$ cat config.mk
export PLATFORM = sky130hd
export DESIGN_NAME = twsirq_regs
export DESIGN_NICKNAME = d
export VERILOG_FILES = /design/src/rtl/twsirq_pkg.sv /design/src/rtl/twsirq_regs.sv
export SDC_FILE = /design/constraint.sdc
export NUM_CORES = 1
export LEC_CHECK = 0
export ABC_AREA = 1
export ABC_CLOCK_PERIOD_IN_PS = 2400
export BUFFER_PORTS_ARGS = -buffer_cell sky130_fd_sc_hd__buf_2
export CORE_MARGIN = 5
export CORE_UTILIZATION = 53
export CTS_CLUSTER_DIAMETER = 50
export DETAILED_ROUTE_END_ITERATION = 10
export HOLD_SLACK_MARGIN = 0.05
export PLACE_DENSITY_LB_ADDON = 0.12
export SYNTH_ARGS = -nofsm -noshare
export SYNTH_HDL_FRONTEND = slang
export SYNTH_SLANG_ARGS = --single-unit
$ cat constraint.sdc
create_clock -name pclk -period 2.4 [get_ports pclk]
set_input_delay 0.24 -clock pclk [delete_from_list [all_inputs] [get_ports pclk]]
set_output_delay 0.24 -clock pclk [all_outputs]
set_load 0.005 [all_outputs]
$ cat src/rtl/twsirq_pkg.sv
// Package for the two-wire target interrupt and identity register bank.
// Assumes an APB slave with 32-bit data and byte addresses in an 8-bit window.
package twsirq_pkg;

   // APB address width seen by the bank
   localparam int unsigned ADDR_W = 8;

   // Register byte offsets
   localparam logic [ADDR_W-1:0] OFS_FLAG_STATUS     = 8'h18;
   localparam logic [ADDR_W-1:0] OFS_IRQ_ENABLE_SET  = 8'h1c;
   localparam logic [ADDR_W-1:0] OFS_IRQ_ENABLE_CLR  = 8'h20;
   localparam logic [ADDR_W-1:0] OFS_IRQ_MASK        = 8'h24;
   localparam logic [ADDR_W-1:0] OFS_FLAG_CLEAR_PORT = 8'h28;
   localparam logic [ADDR_W-1:0] OFS_PARAMETER_INFO  = 8'h2c;
   localparam logic [ADDR_W-1:0] OFS_MODULE_REVISION = 8'h30;

   // Bits that exist as interrupt sources (mask and status share them)
   localparam logic [31:0] IRQ_SRC_BITS   = 32'h00ff_71cb;
   // Sticky bits that the clear port may clear
   localparam logic [31:0] CLEARABLE_BITS = 32'h00ff_71c8;

   // Reset and fixed values
   localparam logic [31:0] MASK_RESET     = 32'h0000_0000;
   localparam logic [31:0] FLAGS_RESET    = 32'h0000_0000;
   localparam logic [31:0] PARAMETER_INFO = 32'h0000_0000;
   localparam logic [31:0] READ_ZERO      = 32'h0000_0000;

   // Level indication bit positions in the status image
   localparam int unsigned POS_RX_FULL   = 0;
   localparam int unsigned POS_TX_EMPTY  = 1;
   localparam int unsigned POS_ENABLED   = 2;
   localparam int unsigned POS_DIRECTION = 5;

   // Revision field positions
   localparam int unsigned REV_VER_LSB = 0;
   localparam int unsigned REV_VAR_LSB = 16;

   // One-cycle event pulses from the protocol engine, high bit first
   typedef struct packed {
      logic byte_done;
      logic restart_seen;
      logic end_condition_seen;
      logic smbus_default_addr_hit;
      logic smbus_host_header_hit;
      logic smbus_alert_response_hit;
      logic general_call_hit;
      logic own_address_hit;
      logic misplaced_condition_error;
      logic smbus_checksum_error;
      logic smbus_time_limit_error;
      logic nak_received;
      logic receive_overflow;
      logic transmit_starved;
      logic transaction_finished;
   } twsirq_events_t;

   // Live levels from the protocol engine
   typedef struct packed {
      logic direction_is_send;
      logic target_enabled;
      logic send_holding_empty;
      logic receive_holding_full;
   } twsirq_levels_t;

endpackage

$ cat src/rtl/twsirq_regs.sv
// Interrupt mask, status clear, parameter and revision registers of the
// two-wire target, reached over APB. Assumes events and levels come from a
// protocol engine on the same pclk, so no synchroniser is needed.
`timescale 1ns/1ps

////////////////////////////////////////////////////////////////////////////////
// How it works
// - Enable-set write ones set mask bits
// - Enable-clear write ones clear mask bits
// - Mask zero disables, one enables source
// - Only source bit positions exist; rest zero
// - Clear-port ones clear flag and request
// - Zeros ignored; levels never cleared here
// - Revision gives 12-bit version, no side effect
// - Variant field reserved, carries no behaviour
// - Parameter register reads zero, ignores writes
// - Each instance runs on its own pclk
// - Misplaced start/stop sets bus error flag
module twsirq_regs #(
   parameter logic [11:0] VERSION = 12'h0a5,  // Arbitrary value
   parameter logic [3:0]  VARIANT = 4'h0      // Arbitrary value
) (
   // Clock and reset
   input  wire logic                        pclk,
   input  wire logic                        presetn,
   // APB slave
   input  wire logic                        psel,
   input  wire logic                        penable,
   input  wire logic                        pwrite,
   input  wire logic [twsirq_pkg::ADDR_W-1:0] paddr,
   input  wire logic [31:0]                 pwdata,
   input  wire logic [3:0]                  pstrb,
   output logic      [31:0]                 prdata,
   output logic                             pready,
   output logic                             pslverr,
   // Protocol engine side
   input  wire twsirq_pkg::twsirq_events_t  events,
   input  wire twsirq_pkg::twsirq_levels_t  levels,
   // Interrupt request
   output logic                             irq
);
   import twsirq_pkg::*;

   /////////////////////////////////////////////////////////////////////////////
   // Declarations
   logic [31:0] mask;          // Interrupt mask
   logic [31:0] flags;         // Sticky status flags
   logic [31:0] event_image;   // Events placed at their status positions
   logic [31:0] level_image;   // Levels placed at their status positions
   logic [31:0] status_view;   // What a status read returns
   logic [31:0] next_rdata;    // Read data chosen at setup
   logic        next_err;      // Decode error chosen at setup
   logic        setup;         // Setup phase of a transfer
   logic        access;        // Completing access phase
   logic        wr_set;        // Write to enable-set port
   logic        wr_clr;        // Write to enable-clear port
   logic        wr_flag_clr;   // Write to flag clear port
   logic [31:0] flag_clr;      // Bits that a clear write removes
   logic [31:0] pwdata_q;      // Write data one cycle back, for checks
   logic [31:0] ev_q;          // Event image one cycle back, for checks

   /////////////////////////////////////////////////////////////////////////////
   // Bus phases

   // No wait states: data is prepared in setup, so access ends at once
   assign setup  = psel && !penable;
   assign pready = psel && penable;
   assign access = psel && penable;

   // Partial strobes are ignored on the write-one ports: a narrow write
   // could otherwise set or clear bits that software did not mean to touch
   assign wr_set      = access && pwrite && (&pstrb) && (paddr == OFS_IRQ_ENABLE_SET);
   assign wr_clr      = access && pwrite && (&pstrb) && (paddr == OFS_IRQ_ENABLE_CLR);
   assign wr_flag_clr = access && pwrite && (&pstrb) && (paddr == OFS_FLAG_CLEAR_PORT);

   /////////////////////////////////////////////////////////////////////////////
   // Status images

   // Scatter event pulses to their flag positions
   assign event_image = {8'h00,
                         events.byte_done, events.restart_seen,
                         events.end_condition_seen, events.smbus_default_addr_hit,
                         events.smbus_host_header_hit, events.smbus_alert_response_hit,
                         events.general_call_hit, events.own_address_hit,
                         1'b0,
                         events.misplaced_condition_error, events.smbus_checksum_error,
                         events.smbus_time_limit_error,
                         3'b000,
                         events.nak_received,
                         events.receive_overflow, events.transmit_starved,
                         2'b00,
                         events.transaction_finished,
                         3'b000};

   // Levels are shown live and are not sticky
   always_comb begin
      level_image = READ_ZERO;
      level_image[POS_RX_FULL]   = levels.receive_holding_full;
      level_image[POS_TX_EMPTY]  = levels.send_holding_empty;
      level_image[POS_ENABLED]   = levels.target_enabled;
      level_image[POS_DIRECTION] = levels.direction_is_send;
   end

   assign status_view = flags | level_image;

   /////////////////////////////////////////////////////////////////////////////
   // Interrupt mask

   // Set and clear ports sit at different addresses, so they never collide
   always_ff @(posedge pclk or negedge presetn) begin
      if (!presetn) begin
         mask <= MASK_RESET;
      end else begin
         mask <= (mask | ({32{wr_set}} & pwdata))
                 & ~({32{wr_clr}} & pwdata) & IRQ_SRC_BITS;
      end
   end

   /////////////////////////////////////////////////////////////////////////////
   // Sticky flags

   assign flag_clr = {32{wr_flag_clr}} & pwdata & CLEARABLE_BITS;

   // A set in the same cycle as a clear is kept, so no event is lost
   always_ff @(posedge pclk or negedge presetn) begin
      if (!presetn) begin
         flags <= FLAGS_RESET;
      end else begin
         flags <= ((flags & ~flag_clr) | event_image) & CLEARABLE_BITS;
      end
   end

   /////////////////////////////////////////////////////////////////////////////
   // Interrupt request

   // Registered so the output is glitch-free; costs one cycle of latency
   always_ff @(posedge pclk or negedge presetn) begin
      if (!presetn) begin
         irq <= 1'b0;
      end else begin
         irq <= |(status_view & mask);
      end
   end

   /////////////////////////////////////////////////////////////////////////////
   // Read decode

   // Write-only ports read as zero; unknown offsets report an error
   always_comb begin
      next_rdata = READ_ZERO;
      next_err   = 1'b0;
      unique case (paddr)
         OFS_FLAG_STATUS: begin
            next_rdata = status_view;
         end
         OFS_IRQ_MASK: begin
            next_rdata = mask;
         end
         OFS_IRQ_ENABLE_SET, OFS_IRQ_ENABLE_CLR, OFS_FLAG_CLEAR_PORT: begin
            next_rdata = READ_ZERO;
         end
         OFS_PARAMETER_INFO: begin
            next_rdata = PARAMETER_INFO;
         end
         OFS_MODULE_REVISION: begin
            next_rdata = READ_ZERO;
            next_rdata[REV_VER_LSB +: 12] = VERSION;
            next_rdata[REV_VAR_LSB +: 4]  = VARIANT;
         end
         default: begin
            next_err = 1'b1;
         end
      endcase
   end

   // Captured in setup so data is stable through the access phase
   always_ff @(posedge pclk or negedge presetn) begin
      if (!presetn) begin
         prdata <= READ_ZERO;
      end else if (setup) begin
         prdata <= pwrite ? READ_ZERO : next_rdata;
      end
   end

   // Error flag for the coming access phase
   always_ff @(posedge pclk or negedge presetn) begin
      if (!presetn) begin
         pslverr <= 1'b0;
      end else if (setup) begin
         pslverr <= next_err;
      end
   end

   // Helpers: write data and events one cycle back, so a consequent can
   // still see what the antecedent cycle carried
   always_ff @(posedge pclk or negedge presetn) begin
      if (!presetn) begin
         pwdata_q <= READ_ZERO;
         ev_q     <= READ_ZERO;
      end else begin
         pwdata_q <= pwdata;
         ev_q     <= event_image;
      end
   end

endmodule

## Word level (Yosys, flattened, before mapping)

Cells that the tools add are included.

| operators by class | value |
|---|---|
| equal/unequal tests | 7 |
| bitwise operators | 11 |
| muxes and demuxes | 3 |
| reduce and logical (&&, ||, !) cells | 11 |

Operator list:

| kind | count |
|---|---|
| $and 24x24->24 | 6 |
| $pmux 24 s3 | 1 |
| $not 24->24 | 2 |
| $or 24x24->24 | 2 |
| $eq 8x6->1 const B | 5 |
| $reduce_or 32->1 | 1 |
| $mux 24 | 1 |
| $or 24x6->24 | 1 |
| $eq 8x5->1 const B | 2 |
| $logic_and 1x1->1 | 7 |
| $reduce_or 7->1 | 1 |
| $reduce_and 4->1 | 1 |
| $logic_not 1->1 | 1 |
| $mux 1 | 1 |

| word-level totals | value |
|---|---|
| input port bits | 68 |
| bits in registers | 66 |
| output and inout port bits | 35 |

## Depth between registers and ports, before layout

| logic depth | value |
|---|---|
| depth after elaboration | 8 |
| gate-level depth with buffers | 9 |
| depth with buffers taken out | 7 |

## Worst setup path before layout

No wires, ideal clock.

| path | value |
|---|---|
| path type | input-to-reg |
| from | in penable |
| to | reg flags[12] |
| path slack | 1.106 ns |
| setup time | 0.120 ns |
| buffers on the path | 1 |
| arrival | 1.174 ns |
| stages on the path | 6 |
| path through | nand2_1 > nor3_4 > nand3_4 > buf_6 > o21ai_1 > nand2_1 |

| on the way | value |
|---|---|
| word-level cells in the longest chain between the ends | 8 |

Ends and longest elaborated chain:

| what | line | RTL |
|---|---|---|
| start, declared | twsirq_regs.sv:28 | `input wire logic penable,` |
| $logic_and 1x1->1 | twsirq_regs.sv:68 | `assign access = psel && penable;` |
| $logic_and 1x1->1 (3 in series) | twsirq_regs.sv:74 | `assign wr_flag_clr = access && pwrite && (&pstrb) && (paddr == OFS_FLAG_CLEAR_PORT);` |
| $and 24x24->24 | twsirq_regs.sv:122 | `assign flag_clr = {32{wr_flag_clr}} & pwdata & CLEARABLE_BITS;` |
| $not 24->24 | twsirq_regs.sv:129 | `flags <= ((flags & ~flag_clr) \| event_image) & CLEARABLE_BITS;` |
| $and 24x24->24 | twsirq_regs.sv:129 |  |
| $or 24x24->24 | twsirq_regs.sv:129 |  |
| end signal, assigned | twsirq_regs.sv:129 |  |
| end, declared | twsirq_regs.sv:47 | `logic [31:0] flags;` |

No other way between the ends.
A chain may end at the register's enable or synchronous reset.

## Worst setup path in the final report

| path | value |
|---|---|
| from | in paddr[7] (netlist name) |
| to | reg prdata[17] |

| on the way | value |
|---|---|
| word-level cells in the longest chain between the ends | 3 |
| elaborated cells on any way between the ends | 5 |
| classes of those cells | eq/ne (3); mux (2) |

Ends and longest elaborated chain:

| what | line | RTL |
|---|---|---|
| start, declared | twsirq_regs.sv:30 | `input wire logic [twsirq_pkg::ADDR_W-1:0] paddr,` |
| $eq 8x6->1 or $eq 8x5->1 (tied branches) | twsirq_regs.sv:152 | `unique case (paddr)` |
| $pmux 24 s3 * | twsirq_regs.sv:152 |  |
| $mux 24 * | twsirq_regs.sv:181 | `prdata <= pwrite ? READ_ZERO : next_rdata;` |
| end signal, assigned | twsirq_regs.sv:181 |  |
| end, declared | twsirq_regs.sv:33 | `output logic [31:0] prdata,` |

Every way passes the cells marked *; elsewhere a longest branch is shown, timed or not.

==> impl_summary.log <==
INFO  metric tritoncts.num_buffers = 5
INFO  metric irDropWorstVdd = 0.327 mV
INFO  metric postLayoutCellArea = 0.00332 sq mm
INFO  metric worst-r2r-setup-slack = 1.31 ns
INFO  metric drt_first_iter_violations = 152
INFO  metric report.final.setup_viol = 0
INFO  metric cts_buffer_depth = 2
INFO  metric crit_required = 2.65 ns
INFO  metric route.detailed.drc = 0
INFO  metric syn-instance-count = 380
INFO  metric timing.rr.start = flags[12]$_DFF_PN0_
INFO  metric die_area = 0.00693 sq mm
INFO  metric clock_skew = between 0.008 and 0.009 ns
INFO  metric synthesis.yosys.warnings = 0
INFO  metric mostFrequentLayoutCell = nand2_1
INFO  metric timing.final.crit_share = 0.588
INFO  metric grt_pass1_wl = 11000 um
INFO  metric timing.critical_path.to_type = flop
INFO  metric yosys.cell_types.count = 23
INFO  metric design.final.nets = 523
INFO  metric hold_slack = between 0.015 and 0.02 ns
INFO  metric max_slew_vio_count = 0
INFO  metric via_per_inst = 4.98
INFO  metric pin_count = 103
INFO  metric floorplan.die.width = roughly 83 um
INFO  metric detail_route.first_pass.iterations = 4
INFO  metric port-buffer-count = 74
INFO  metric cts-resized-gates = 0
INFO  metric ys_ff_latch = 53
INFO  metric timing.critical_path.to = prdata[17]$_DFFE_PN0P_
INFO  metric first_global_vias = 2452
INFO  metric ctsHoldBuffers = 0
INFO  metric final_cell_mix = nand2_1 (89), buf_2 (74), nand3_1 (62), inv_1 (61), dfrtp_1 (53)
INFO  metric tns = 0 ns
INFO  metric pin_count_of_the_biggest_net_entering_global_routing = 54
INFO  metric tightest_slew = roughly 0.66 ns
INFO  metric wl = 6590 um
INFO  metric rsz0062_at_grt = no
INFO  metric synth_seq_area_share = 0.467
INFO  metric drive_gt1_frac = 0.208
INFO  metric globalRouteTotalUtil = 0.194
INFO  metric p_leak = 0.00192 uW
INFO  metric setup.worst_path.class = in2reg
INFO  metric insertion_delay = 0.31 ns
INFO  metric hpwl = 5000 um
INFO  metric cts_setup_buffers = 0
INFO  metric overflow = 0
INFO  metric r2r.worst_path.cells = 4
INFO  metric routed-via-count = 2617
INFO  metric placed_cell_area = 0.00323 sq mm
INFO  metric ctsHtreeMaxLevel = 2
INFO  metric powerDensity = 473 mW/mm^2
INFO  metric worst-path-max-fanout = 15
INFO  metric antenna_violation_net_count_after_detailed_routing = 0
INFO  metric detail_route.wl_per_cell = 12.5 um
INFO  metric tritoncts_clock_tree = built
INFO  metric core_area = approximately 0.0052 sq mm
INFO  metric cts_root_buffer = clkbuf_8
INFO  metric hp-class = in2async
INFO  metric maxSlewHeadroom = 0.562
INFO  metric floorplan.initialDensity = 0.549
INFO  metric tritoncts_num_sinks = 53
INFO  metric run_status = completed
INFO  metric initial_antenna_violation_count = 0
INFO  metric core.rowCount = 26
INFO  metric clk_transition_reported_paths = 0.10 ns
INFO  metric worstReg2RegEnd = irq$_DFF_PN0_
INFO  metric max-cap-violations = 0
INFO  metric die_y = 83.2 um
INFO  metric gp_congestion = roughly 0.91
INFO  metric cp-startpoint = paddr[7]
INFO  metric start_kind = primary input
INFO  metric timing.final.crit_period = between 1 and 1.5 ns
INFO  metric finalHoldViolCount = 0
INFO  metric area.growth.synth_to_final = 16.9%
INFO  metric syn_area = 0.00284 sq mm
INFO  metric critical_path_arrival = about 1.7 ns
INFO  metric antenna_cells = 0
INFO  metric max_frequency = about 710 MHz
INFO  metric avg_inst_size_synth = 7.48 sq um
-- through the flow --
stage	std cells	setup slack (ns)	total power, uW	utilization
after floorplan	392	1.11	990	-
after global placement	518	0.729	1050	0.624
after detailed placement	518	0.706	1060	0.624
after CTS	526	1.02	1580	0.642
after global routing	526	0.900	1640	0.642
final	526	0.988	1570	0.642
-- final cells by class --
cell class	count	area, sq um
clock inverters	2	13.8
clock buffers	6	82.6
repair buffers	82	430
fillers	505	1850
inverters	62	233
flip-flops and latches	53	1330
well taps	70	87.6
multi-input cells	251	1150
-- where the power goes --
group | total (uW) | internal (uW) | leakage [uW] | switching (uW)
sequential | 898 | 896 | 0.000565 | 1.93
combinational | 141 | 49.9 | 0.00130 | 91.0
clock | 532 | 234 | 0.0000512 | 298
-- critical path, stage by stage --
cell	delay [ns]
buf_2	0.10
inv_1	0.05
nand2_1	0.14
nor2_4	0.24
nand2_1	0.32
o21ai_0	0.38
nand3_1	0.11
nand2_1	0.07
-- how the worst min path moves through the flow --
| stage | startpoint | to | slack, ns | depth (start not counted) |
|---|---|---|---|---|
| final | presetn | flags[12]$_DFF_PN0_ | 0.02 | 2 |
| after global routing | presetn | flags[12]$_DFF_PN0_ | 0.09 | 2 |
| after CTS | presetn | flags[12]$_DFF_PN0_ | 0.05 | 2 |
| after detailed placement | presetn | mask[0]$_DFF_PN0_ | 0.40 | 2 |
| after global placement | presetn | flags[3]$_DFF_PN0_ | 0.40 | 2 |
| after floorplan | presetn | flags[12]$_DFF_PN0_ | -0.06 | 0 |
-- synth_stat cells --
cell type	count	area (sq um)
a21oi_1	18	90.1
nor3_1	1	5.00
nor2_4	1	11.3
a211oi_1	1	7.51
and3_1	1	6.26
nand4_1	2	12.5
inv_1	61	229
buf_2	2	10.0
nor3_4	1	16.3
o21ai_0	21	105
nand3_4	2	35.0
conb_1	1	3.75
nand2_1	89	334
buf_4	17	128
o21ai_1	10	50.1
buf_6	2	22.5
dfrtp_1	53	1330
nor2_2	1	6.26
clkbuf_1	5	18.8
nand3_1	62	310
nor2_1	27	101
clkinv_1	1	3.75
o2111ai_1	1	8.76
-- state kept, by name, summed over array words and instances, names as in the netlist --
signal   flops
flags       15
irq          1
mask        17
prdata      19
pslverr      1
-- logic make-up after synthesis --
group                  after synthesis  synth area share
other                                1           0.00132
DFF                                 53             0.467
AOI/OAI and AO/OA                   51            0.0920
and+or+nand+nor                    187             0.295
buffers and inverters               88             0.145
-- routing by layer --
metal / routed length [um] / vias up / GRT usage / share of wire
met5: 0 / - / 0 / 0
met4: 109 / 0 / 0.0639 / 0.017
met3: 500 / 8 / 0.0505 / 0.076
met2: 3020 / 91 / 0.310 / 0.46
met1: 2960 / 1197 / 0.255 / 0.45
li1: - / 1321 / - / -
No activity file was read; power rests on OpenSTA's default activity.
